## config.mk

```make
export PLATFORM = sky130hd
export DESIGN_NAME = clk_src_sel
export DESIGN_NICKNAME = d
export VERILOG_FILES = /design/src/rtl/clk_src_sel.v
export VERILOG_INCLUDE_DIRS = /design/src /design/src/common
export SDC_FILE = /design/constraint.sdc
export NUM_CORES = 1
export LEC_CHECK = 0
export BUFFER_PORTS_ARGS = -buffer_cell sky130_fd_sc_hd__buf_2
export CAP_MARGIN = 20
export CELL_PAD_IN_SITES_DETAIL_PLACEMENT = 0
export CELL_PAD_IN_SITES_GLOBAL_PLACEMENT = 2
export CORE_UTILIZATION = 27
export CTS_CLUSTER_DIAMETER = 60
export DETAILED_ROUTE_END_ITERATION = 8
export PLACE_DENSITY = 0.83
export RECOVER_POWER = 100
export SYNTH_ARGS = -nofsm -noshare
export SYNTH_HDL_FRONTEND = slang
export SYNTH_SLANG_ARGS = --single-unit
```

## constraint.sdc

```tcl
create_clock -name clk_sys -period 2.6 [get_ports clk_sys]
set_input_delay 0.52 -clock clk_sys [delete_from_list [all_inputs] [get_ports clk_sys]]
set_output_delay 0.52 -clock clk_sys [all_outputs]
set_load 0.01 [all_outputs]
```

## src/common/clk_src_sel_defines.vh

```
// Offsets, field positions, reset values and timing counts for the CPU clock source selector
`ifndef CLK_SRC_SEL_DEFINES_VH
`define CLK_SRC_SEL_DEFINES_VH
// Register byte offsets (APB, one word each)
`define OFS_PROC_CLK_CTRL 12'h000
`define OFS_MAIN_OSC_CTRL 12'h004
`define OFS_RING_OSC_MODE 12'h008
`define OFS_MAIN_CLK_MODE 12'h00C
`define OFS_OSC_STAB_STAT 12'h010
`define OFS_OSC_STAB_SEL 12'h014
// Processor clock control fields
`define BIT_PROC_XTAL_STOP 7
`define BIT_SUBSYS_STATUS 5
`define BIT_SUBSYS_SELECT 4
// Main osc control / ring osc mode fields
`define BIT_MAIN_OSC_STOP 7
`define BIT_RING_OSC_STOP 0
// Main clock mode fields
`define BIT_MAIN_SRC_STATUS 1
`define BIT_MAIN_SRC_SELECT 0
// Oscillation stabilisation fields
`define BIT_STAB_DONE 0
`define STAB_SEL_W 3
// Reset values
`define RST_SEL_REG 3'h0
// Synchroniser stages for the clock edge detectors
`define SYNC_STAGES 2
`endif

```

## src/rtl/clk_src_sel.v

```verilog
// CPU clock source selector with APB register access and oscillator stop control
// Overview of operation
// - Stabilisation time applies only on crystal STOP release
// - Crystal keeps running while it clocks CPU
// - Ring mode: only main stop halts crystal
// - Subsystem entered and left only via crystal
// - Subsystem mode: only processor stop halts crystal
// - Status flags report the actually running source
// - Ring stop honoured only when mask permits
// - Subsystem mode: independent crystal and ring stops
// - Source status changes only after switch completes
// - Main source select bit zero picks crystal
// - Subsystem status bit five, select bit four
`timescale 1ns/1ps
`include "clk_src_sel_defines.vh"
module clk_src_sel #(
  parameter STAB_W = 16
) (
  // System
  input wire clk_sys,
  input wire nrst,
  // APB slave
  input wire psel,
  input wire penable,
  input wire pwrite,
  input wire [11:0] paddr,
  input wire [31:0] pwdata,
  output reg [31:0] prdata,
  output reg pready,
  output reg pslverr,
  // Oscillator clocks, asynchronous to clk_sys
  input wire ringClk,
  input wire xtalClk,
  input wire subClk,
  // Mask option strap and stabilisation events
  input wire ringStopAllowed,
  input wire xtalStable,
  input wire stopReleaseIrq,
  // Oscillator enables and selected CPU clock phase
  output reg xtalEnable,
  output reg ringEnable,
  output reg cpuClkOut,
  output reg [2:0] activeSrc,
  output reg [2:0] stabTimeApplied
);
  localparam SRC_RING = 3'h1;
  localparam SRC_XTAL = 3'h2;
  localparam SRC_SUB = 3'h4;
  localparam ST_RUN = 2'h0;
  localparam ST_WAIT_OLD = 2'h1;
  localparam ST_WAIT_NEW = 2'h2;

  // Setting flags written by software
  reg procXtalStop_q, subsysSelect_q, mainSourceSelect_q, mainOscStop_q, ringOscStop_q;
  reg [`STAB_SEL_W-1:0] stabSel_q;
  // Switching state
  reg [1:0] state_q;
  reg [2:0] target_q;
  reg [STAB_W-1:0] stabCnt_q;
  reg strapCaught_q, ringStopAllowed_q;

  // Two-flop synchronisers for async oscillator clocks and pins
  reg [`SYNC_STAGES-1:0] ringSync_q, xtalSync_q, subSync_q, stabSync_q, irqSync_q, strapSync_q;
  reg ringPrev_q, xtalPrev_q, subPrev_q;
  always @(posedge clk_sys) begin
    ringSync_q <= {ringSync_q[0], ringClk};
    xtalSync_q <= {xtalSync_q[0], xtalClk};
    subSync_q <= {subSync_q[0], subClk};
    stabSync_q <= {stabSync_q[0], xtalStable};
    irqSync_q <= {irqSync_q[0], stopReleaseIrq};
    strapSync_q <= {strapSync_q[0], ringStopAllowed};
    ringPrev_q <= ringSync_q[1];
    xtalPrev_q <= xtalSync_q[1];
    subPrev_q <= subSync_q[1];
  end

  // Falling edge of a source marks the end of its current cycle
  function srcFall;
    input [2:0] src;
    begin
      srcFall = (src[0] & ringPrev_q & ~ringSync_q[1]) |
                (src[1] & xtalPrev_q & ~xtalSync_q[1]) |
                (src[2] & subPrev_q & ~subSync_q[1]);
    end
  endfunction

  function srcLevel;
    input [2:0] src;
    begin
      srcLevel = (src[0] & ringSync_q[1]) | (src[1] & xtalSync_q[1]) | (src[2] & subSync_q[1]);
    end
  endfunction

  // Write lands only at the edge where the master sees pready high
  wire wrEn = psel & penable & pwrite & pready;
  wire mapped = (paddr == `OFS_PROC_CLK_CTRL) | (paddr == `OFS_MAIN_OSC_CTRL) |
                (paddr == `OFS_RING_OSC_MODE) | (paddr == `OFS_MAIN_CLK_MODE) |
                (paddr == `OFS_OSC_STAB_STAT) | (paddr == `OFS_OSC_STAB_SEL);
  wire onSub = (activeSrc == SRC_SUB);
  wire onXtal = (activeSrc == SRC_XTAL);
  wire onRing = (activeSrc == SRC_RING);

  // Requested source from the setting flags
  reg [2:0] wantSrc;
  always @* begin
    if (subsysSelect_q) begin
      wantSrc = SRC_SUB;
    end else if (mainSourceSelect_q) begin
      wantSrc = SRC_XTAL;
    end else begin
      wantSrc = SRC_RING;
    end
  end

  // Legal transitions only: ring and subsystem never swap directly
  wire legalMove = !((onRing && wantSrc == SRC_SUB) || (onSub && wantSrc == SRC_RING));

  // Software settings; strap caught once after reset release
  always @(posedge clk_sys) begin
    if (!nrst) begin
      procXtalStop_q <= 1'b0;
      subsysSelect_q <= 1'b0;
      mainSourceSelect_q <= 1'b0;
      mainOscStop_q <= 1'b0;
      ringOscStop_q <= 1'b0;
      stabSel_q <= `RST_SEL_REG;
      strapCaught_q <= 1'b0;
      ringStopAllowed_q <= 1'b0;
    end else begin
      if (!strapCaught_q) begin
        strapCaught_q <= 1'b1;
        ringStopAllowed_q <= strapSync_q[1];
      end
      if (wrEn && paddr == `OFS_PROC_CLK_CTRL) begin
        procXtalStop_q <= pwdata[`BIT_PROC_XTAL_STOP];
        // Subsystem select from ring mode is refused
        if (!(onRing && pwdata[`BIT_SUBSYS_SELECT])) begin
          subsysSelect_q <= pwdata[`BIT_SUBSYS_SELECT];
        end
      end
      if (wrEn && paddr == `OFS_MAIN_OSC_CTRL) begin
        mainOscStop_q <= pwdata[`BIT_MAIN_OSC_STOP];
      end
      if (wrEn && paddr == `OFS_RING_OSC_MODE) begin
        ringOscStop_q <= pwdata[`BIT_RING_OSC_STOP];
      end
      // Clearing source select in subsystem mode is ignored
      if (wrEn && paddr == `OFS_MAIN_CLK_MODE && !(onSub || subsysSelect_q)) begin
        mainSourceSelect_q <= pwdata[`BIT_MAIN_SRC_SELECT];
      end
      if (wrEn && paddr == `OFS_OSC_STAB_SEL) begin
        stabSel_q <= pwdata[`STAB_SEL_W-1:0];
      end
    end
  end

  // Switch sequencer: finish old cycle low, then wait new clock low
  always @(posedge clk_sys) begin
    if (!nrst) begin
      state_q <= ST_RUN;
      target_q <= SRC_RING;
      activeSrc <= SRC_RING;
    end else begin
      case (state_q)
        ST_RUN: begin
          if (wantSrc != activeSrc && legalMove) begin
            target_q <= wantSrc;
            state_q <= ST_WAIT_OLD;
          end
        end
        ST_WAIT_OLD: begin
          if (srcFall(activeSrc)) begin
            state_q <= ST_WAIT_NEW;
          end
        end
        ST_WAIT_NEW: begin
          // Gate stays low until new clock is low, so no runt pulse
          if (!srcLevel(target_q)) begin
            activeSrc <= target_q;
            state_q <= ST_RUN;
          end
        end
        default: begin
          state_q <= ST_RUN;
        end
      endcase
    end
  end

  // Gated CPU clock phase; held low between sources
  always @(posedge clk_sys) begin
    if (!nrst) begin
      cpuClkOut <= 1'b0;
    end else begin
      cpuClkOut <= (state_q == ST_RUN) ? srcLevel(activeSrc) : 1'b0;
    end
  end

  // Oscillator enables by active mode
  always @(posedge clk_sys) begin
    if (!nrst) begin
      xtalEnable <= 1'b0;
      ringEnable <= 1'b1;
    end else begin
      if (onXtal || state_q != ST_RUN) begin
        xtalEnable <= 1'b1;
      end else if (onRing) begin
        xtalEnable <= ~mainOscStop_q;
      end else begin
        xtalEnable <= ~procXtalStop_q;
      end
      // Ring may stop only when it is not the CPU clock
      ringEnable <= ~(ringStopAllowed_q && ringOscStop_q && !onRing && state_q == ST_RUN);
    end
  end

  // Stabilisation wait: count while crystal is stable; STOP release interrupt on crystal restarts count and latches time
  always @(posedge clk_sys) begin
    if (!nrst) begin
      stabCnt_q <= {STAB_W{1'b0}};
      stabTimeApplied <= `RST_SEL_REG;
    end else if (irqSync_q[1] && onXtal) begin
      stabTimeApplied <= stabSel_q;
      stabCnt_q <= {STAB_W{1'b0}};
    end else if (stabSync_q[1] && stabCnt_q != {STAB_W{1'b1}}) begin
      stabCnt_q <= stabCnt_q + 1'b1;
    end
  end

  // APB read and answer, one wait-free access phase
  always @(posedge clk_sys) begin
    if (!nrst) begin
      prdata <= 32'h00000000;
      pready <= 1'b0;
      pslverr <= 1'b0;
    end else begin
      pready <= psel & ~penable | (psel & penable & ~pready);
      pslverr <= psel & ~penable & ~mapped;
      prdata <= 32'h00000000;
      if (psel && !penable) begin
        case (paddr)
          `OFS_PROC_CLK_CTRL: begin
            prdata[`BIT_PROC_XTAL_STOP] <= procXtalStop_q;
            prdata[`BIT_SUBSYS_STATUS] <= onSub;
            prdata[`BIT_SUBSYS_SELECT] <= subsysSelect_q;
          end
          `OFS_MAIN_OSC_CTRL: prdata[`BIT_MAIN_OSC_STOP] <= mainOscStop_q;
          `OFS_RING_OSC_MODE: prdata[`BIT_RING_OSC_STOP] <= ringOscStop_q;
          `OFS_MAIN_CLK_MODE: begin
            prdata[`BIT_MAIN_SRC_STATUS] <= ~onRing;
            prdata[`BIT_MAIN_SRC_SELECT] <= mainSourceSelect_q;
          end
          `OFS_OSC_STAB_STAT: prdata[`BIT_STAB_DONE] <= stabSync_q[1];
          `OFS_OSC_STAB_SEL: prdata[`STAB_SEL_W-1:0] <= stabSel_q;
          default: prdata <= 32'h00000000;
        endcase
      end
    end
  end
endmodule

```

==> Word-level counts from Yosys, hierarchy flattened <==
Index checks and enable logic that the tools add are counted.
{ "word_totals": {"ff_bits": 73, "in_bits": 55, "output_inout_bits": 43, "wordCells": 133} }
{ "op_classes": {"n_eq_ne": 16, "mux": 12, "n_bitwise": 42, "reduce_logical": 33} }
{ "op_table": {"columns": ["operator", "count"], "rows": [
  ["$eq 12x4->1 const B", 2],
  ["$eq 12x5->1 const B", 2],
  ["$and 1x1->1", 18],
  ["$logic_and 1x1->1", 15],
  ["$eq 12x3->1 const B", 1],
  ["$logic_not 12->1", 1],
  ["$not 1->1", 12],
  ["$or 1x1->1", 12],
  ["$reduce_and 2->1", 5],
  ["$reduce_and 3->1", 3],
  ["$mux 2", 4],
  ["$eq 3x1->1 const B", 2],
  ["$eq 3x3->1 const B", 2],
  ["$ne 2x2->1 const B", 3],
  ["$pmux 2 s3", 1],
  ["$logic_not 1->1", 4],
  ["$pmux 1 s2", 2],
  ["$pmux 1 s4", 1],
  ["$eq 3x2->1 const B", 1],
  ["$logic_or 1x1->1", 3],
  ["$mux 1", 3],
  ["$mux 3", 1],
  ["$ne 3x3->1", 1],
  ["$eq 2x1->1 const B", 1],
  ["3 further kinds", 3]
]} }

==> Depth between registers and ports, before layout <==
{ "logic_depth": {"ltp_word": 9, "mapped_depth": 6, "mapped_depth_nobuf": 4} }

==> Worst setup path before layout <==
No wires, ideal clock.
{ "synth_path": {"kind": "input port to flip-flop", "startpoint": "input port paddr[0]", "endpoint": "register subsysSelect_q", "setup_time_ns": 0.116, "t_arrival_ns": 1.780, "required_time_ns": 2.484, "path_slack_ns": 0.704, "stages": 4, "path_buffers": 0, "cell_sequence": "or4_4 -> nor4_4 -> nand2_1 -> o211a_1"} }
{ "synth_between": {"elab_chain_cells": 3} }
{ "synth_lines": {"columns": ["item", "line_no", "text"], "rows": [
  ["start, declared", "clk_src_sel.v:26", "input wire [11:0] paddr,"],
  ["$logic_not 12->1", null, null],
  ["$logic_and 1x1->1 (no line)", null, null],
  ["$reduce_and 2->1 (no line)", null, null],
  ["end signal, assigned", "clk_src_sel.v:138", "subsysSelect_q <= pwdata[`BIT_SUBSYS_SELECT];"],
  ["end, declared", "clk_src_sel.v:54", "reg procXtalStop_q, subsysSelect_q, mainSourceSelect_q, mainOscStop_q, ringOscStop_q;"]
]} }
No other way between the ends.
A chain may end at the register's enable or synchronous reset.

==> run_results.csv <==
group,metric,value,unit
run_status,outcome,"complete, no violations",
timing,worstMarginPinSlew,1160,ps
logic_synthesis,synth_common_cells,"47 x dfxtp_1, 26 x buf_4, 26 x nand2_1",
logic_synthesis,synthMostInstantiatedCell,"dfxtp_1",
route,first_pass_iters,4,
global_routing,antenna_found_initial,0,
route,wl_per_cell,11.0,um
timing,fin_worst_skew,7.15,ps
logic_synthesis,syn_area,0.00193,mm2
logic_synthesis,synth_top_area_share,48.8,%
route,drc,0,
place,numPortBuffers,44,
place,gp_congestion,0.747,
die,row_count,30,
clock_network,cts_sinks,47,
pwr,p_per_area,571,mW/mm2
clock_network,cts_resized,0,
timing,maxSlewHeadroom,23.0,%
run,cap_violations,0,
logic_synthesis,syn_area_per_cell,9.84,um2
clock_network,cts_buffers,5,
pwr,ir_worst_vdd,0.196,mV
logic_synthesis,ys_top_cells_by_area,"dfxtp_1 49%, buf_4 10%, mux2i_1 8.8%",
worst_setup_path,cp_max_fo,30,
cells_and_area,seq_area,941,um2
worst_setup_path,critPathRequiredTime,2770,ps
worst_setup_path,crit_type,"in -> reg",
clock_network,htreeDepth,2,
die,die_w,86.5,um
global_routing,grt_pass1_vias,1249,
timing,setup-violations-final,0,
clock_network,clk_pin_slew_worst_paths,90,ps
cells_and_area,fillers,754,
logic_synthesis,ys_warn_count,0,
logic_synthesis,synth_ff_type,"dfxtp_1",
global_routing,grt_usage,10.2,%
timing,timing.final.crit_share,75.5,%
die,die_h,86.5,um
worst_setup_path,cp-end-kind,"register",
global_routing,grt_pass1_wl,5.87,mm
timing,tns,0,ps
global_routing,grt_overflow,0,
cells_and_area,drive_above_1_share,15.8,%
cells_and_area,multi_input_area,832,um2
route,drt-initial-drc-count,70,
logic_synthesis,async_flop_share,0,%
logic_synthesis,synth_edf_count,0,
route,vias_per_cell,4.07,
route,ant_nets,0,
logic_synthesis,synth_seq_area_share,48.8,%
min_path,hold_path_class,"in -> reg",
logic_synthesis,synthCells,196,
logic_synthesis,yosys.area.top_type,"dfxtp_1",
die,die-area,0.00748,mm2
timing,hold_violations,0,
clock_network,cts_tree,"yes",
timing,drv_slew,0,
clock_network,postCtsHoldBufs,0,
timing,fmax,509,MHz
pwr,power.leakage,0.000952,uW
place,dp_hpwl,2.74,mm
cells_and_area,antennaDiodeCount,0,
cells_and_area,num-nets-final,294,
worst_setup_path,cp-start-kind,"input port",
die,floorplan.initialDensity,28.2,%
worst_setup_path,critPathArrivalTime,2130,ps
clock_network,clockBufferDepth,2,
clock_network,cts-root-buf,"clkbuf_8",
route,num_vias,1369,
timing,period_minus_slack,1960,ps
global_routing,grt_max_degree,31,
logic_synthesis,synth_seq_cells,47,
timing,rsz0062_at_grt,"false",
die,core_area,0.00683,mm2
clock_network,post_cts_buffers,0,
route,routed_wl,3.70,mm
cells_and_area,finalInstanceArea,0.00219,mm2
die,top_level_ports,98,
logic_synthesis,ys_types,41,
cells_and_area,area_delta_synth_final,13.5,%
place,placed_cell_area,0.00214,mm2
clock_network,clk_latency,300,ps
==> cells in the final DEF (no fill, tap or decap), types with 3 or more instances in the layout <==
| master | instances |
|---|---|
| clkbuf_1 | 19 |
| clkbuf_8 | 5 |
| o21ai_0 | 3 |
| nor2_1 | 8 |
| buf_2 | 27 |
| nand3b_1 | 4 |
| nand3_1 | 3 |
| nand2b_1 | 4 |
| and3_1 | 5 |
| nand2_1 | 26 |
| conb_1 | 26 |
| nor3_1 | 3 |
| dfxtp_1 | 47 |
| nor2b_1 | 8 |
| mux2i_1 | 17 |
| or4_1 | 3 |
==> flip-flops by register name, indices dropped and copies added (netlist names), 2 cells and up <==
name             count
stabTimeApplied      3
strapSync_q          2
ringSync_q           2
subSync_q            2
state_q              2
prdata               6
activeSrc            3
xtalSync_q           2
target_q             3
stabSel_q            3
stabSync_q           2
irqSync_q            2
==> critical path, cell delays in order <==
cell	delay, ps
buf_2	80
clkbuf_1	840
nand2b_1	140
or4_1	530
==> cell type report <==
class	instances	area share (%)
well taps	96	5.49
repair buffers	45	9.26
clock inverters	2	0.572
inverters	2	0.343
multi-input cells	138	38.0
flip-flops and latches	47	43.0
clock buffers	6	3.32
==> cells by family after synthesis <==
group	count (synthesis)	synth area share [%]
simple gates	76	22.5
flops	47	48.8
buf+inv	36	12.1
mux	18	9.41
compound gates	17	6.49
xor+xnor	1	0.454
other cells	1	0.194
==> metal layers <==
layer	vias up	share of wire [%]	global-route usage [%]
li1	702	-	-
met1	617	46	13.4
met2	44	46	15.7
met3	6	6.2	2.86
met4	0	1.9	4.55
met5	-	0	0
==> stage by stage <==
stage | hold slack [ps] | util, % | std cells | worst slack, ps | power [uW]
6_report | 315 | 32.0 | 336 | 637 | 1250
2_1_floorplan | 310 | - | 221 | 704 | 832
5_1_grt | 301 | 32.0 | 336 | 454 | 1310
3_3_place_gp | 313 | 31.4 | 328 | 461 | 835
4_1_cts | 308 | 32.6 | 336 | 785 | 1270
3_5_place_dp | 313 | 31.4 | 328 | 461 | 837
==> path summary, 6_finish.rpt <==
check | start | to | cells past startpoint | slack [ps]
setup / recovery | nrst | ringEnable | 4 | 640
hold / removal | xtalStable | stabSync_q[0] | 1 | 320
setup reg to reg | activeSrc[0] | target_q[0] | 4 | 940
hold reg to reg | ringSync_q[0] | ringSync_q[1] | 0 | 330
==> report_power, final <==
group | switching [uW] | internal (uW) | total (uW)
Combinational | 45.7 | 27.4 | 73.1
Clock | 246 | 188 | 434
Sequential | 6.35 | 737 | 743
Note: power is estimated with default switching activity, not from simulation.
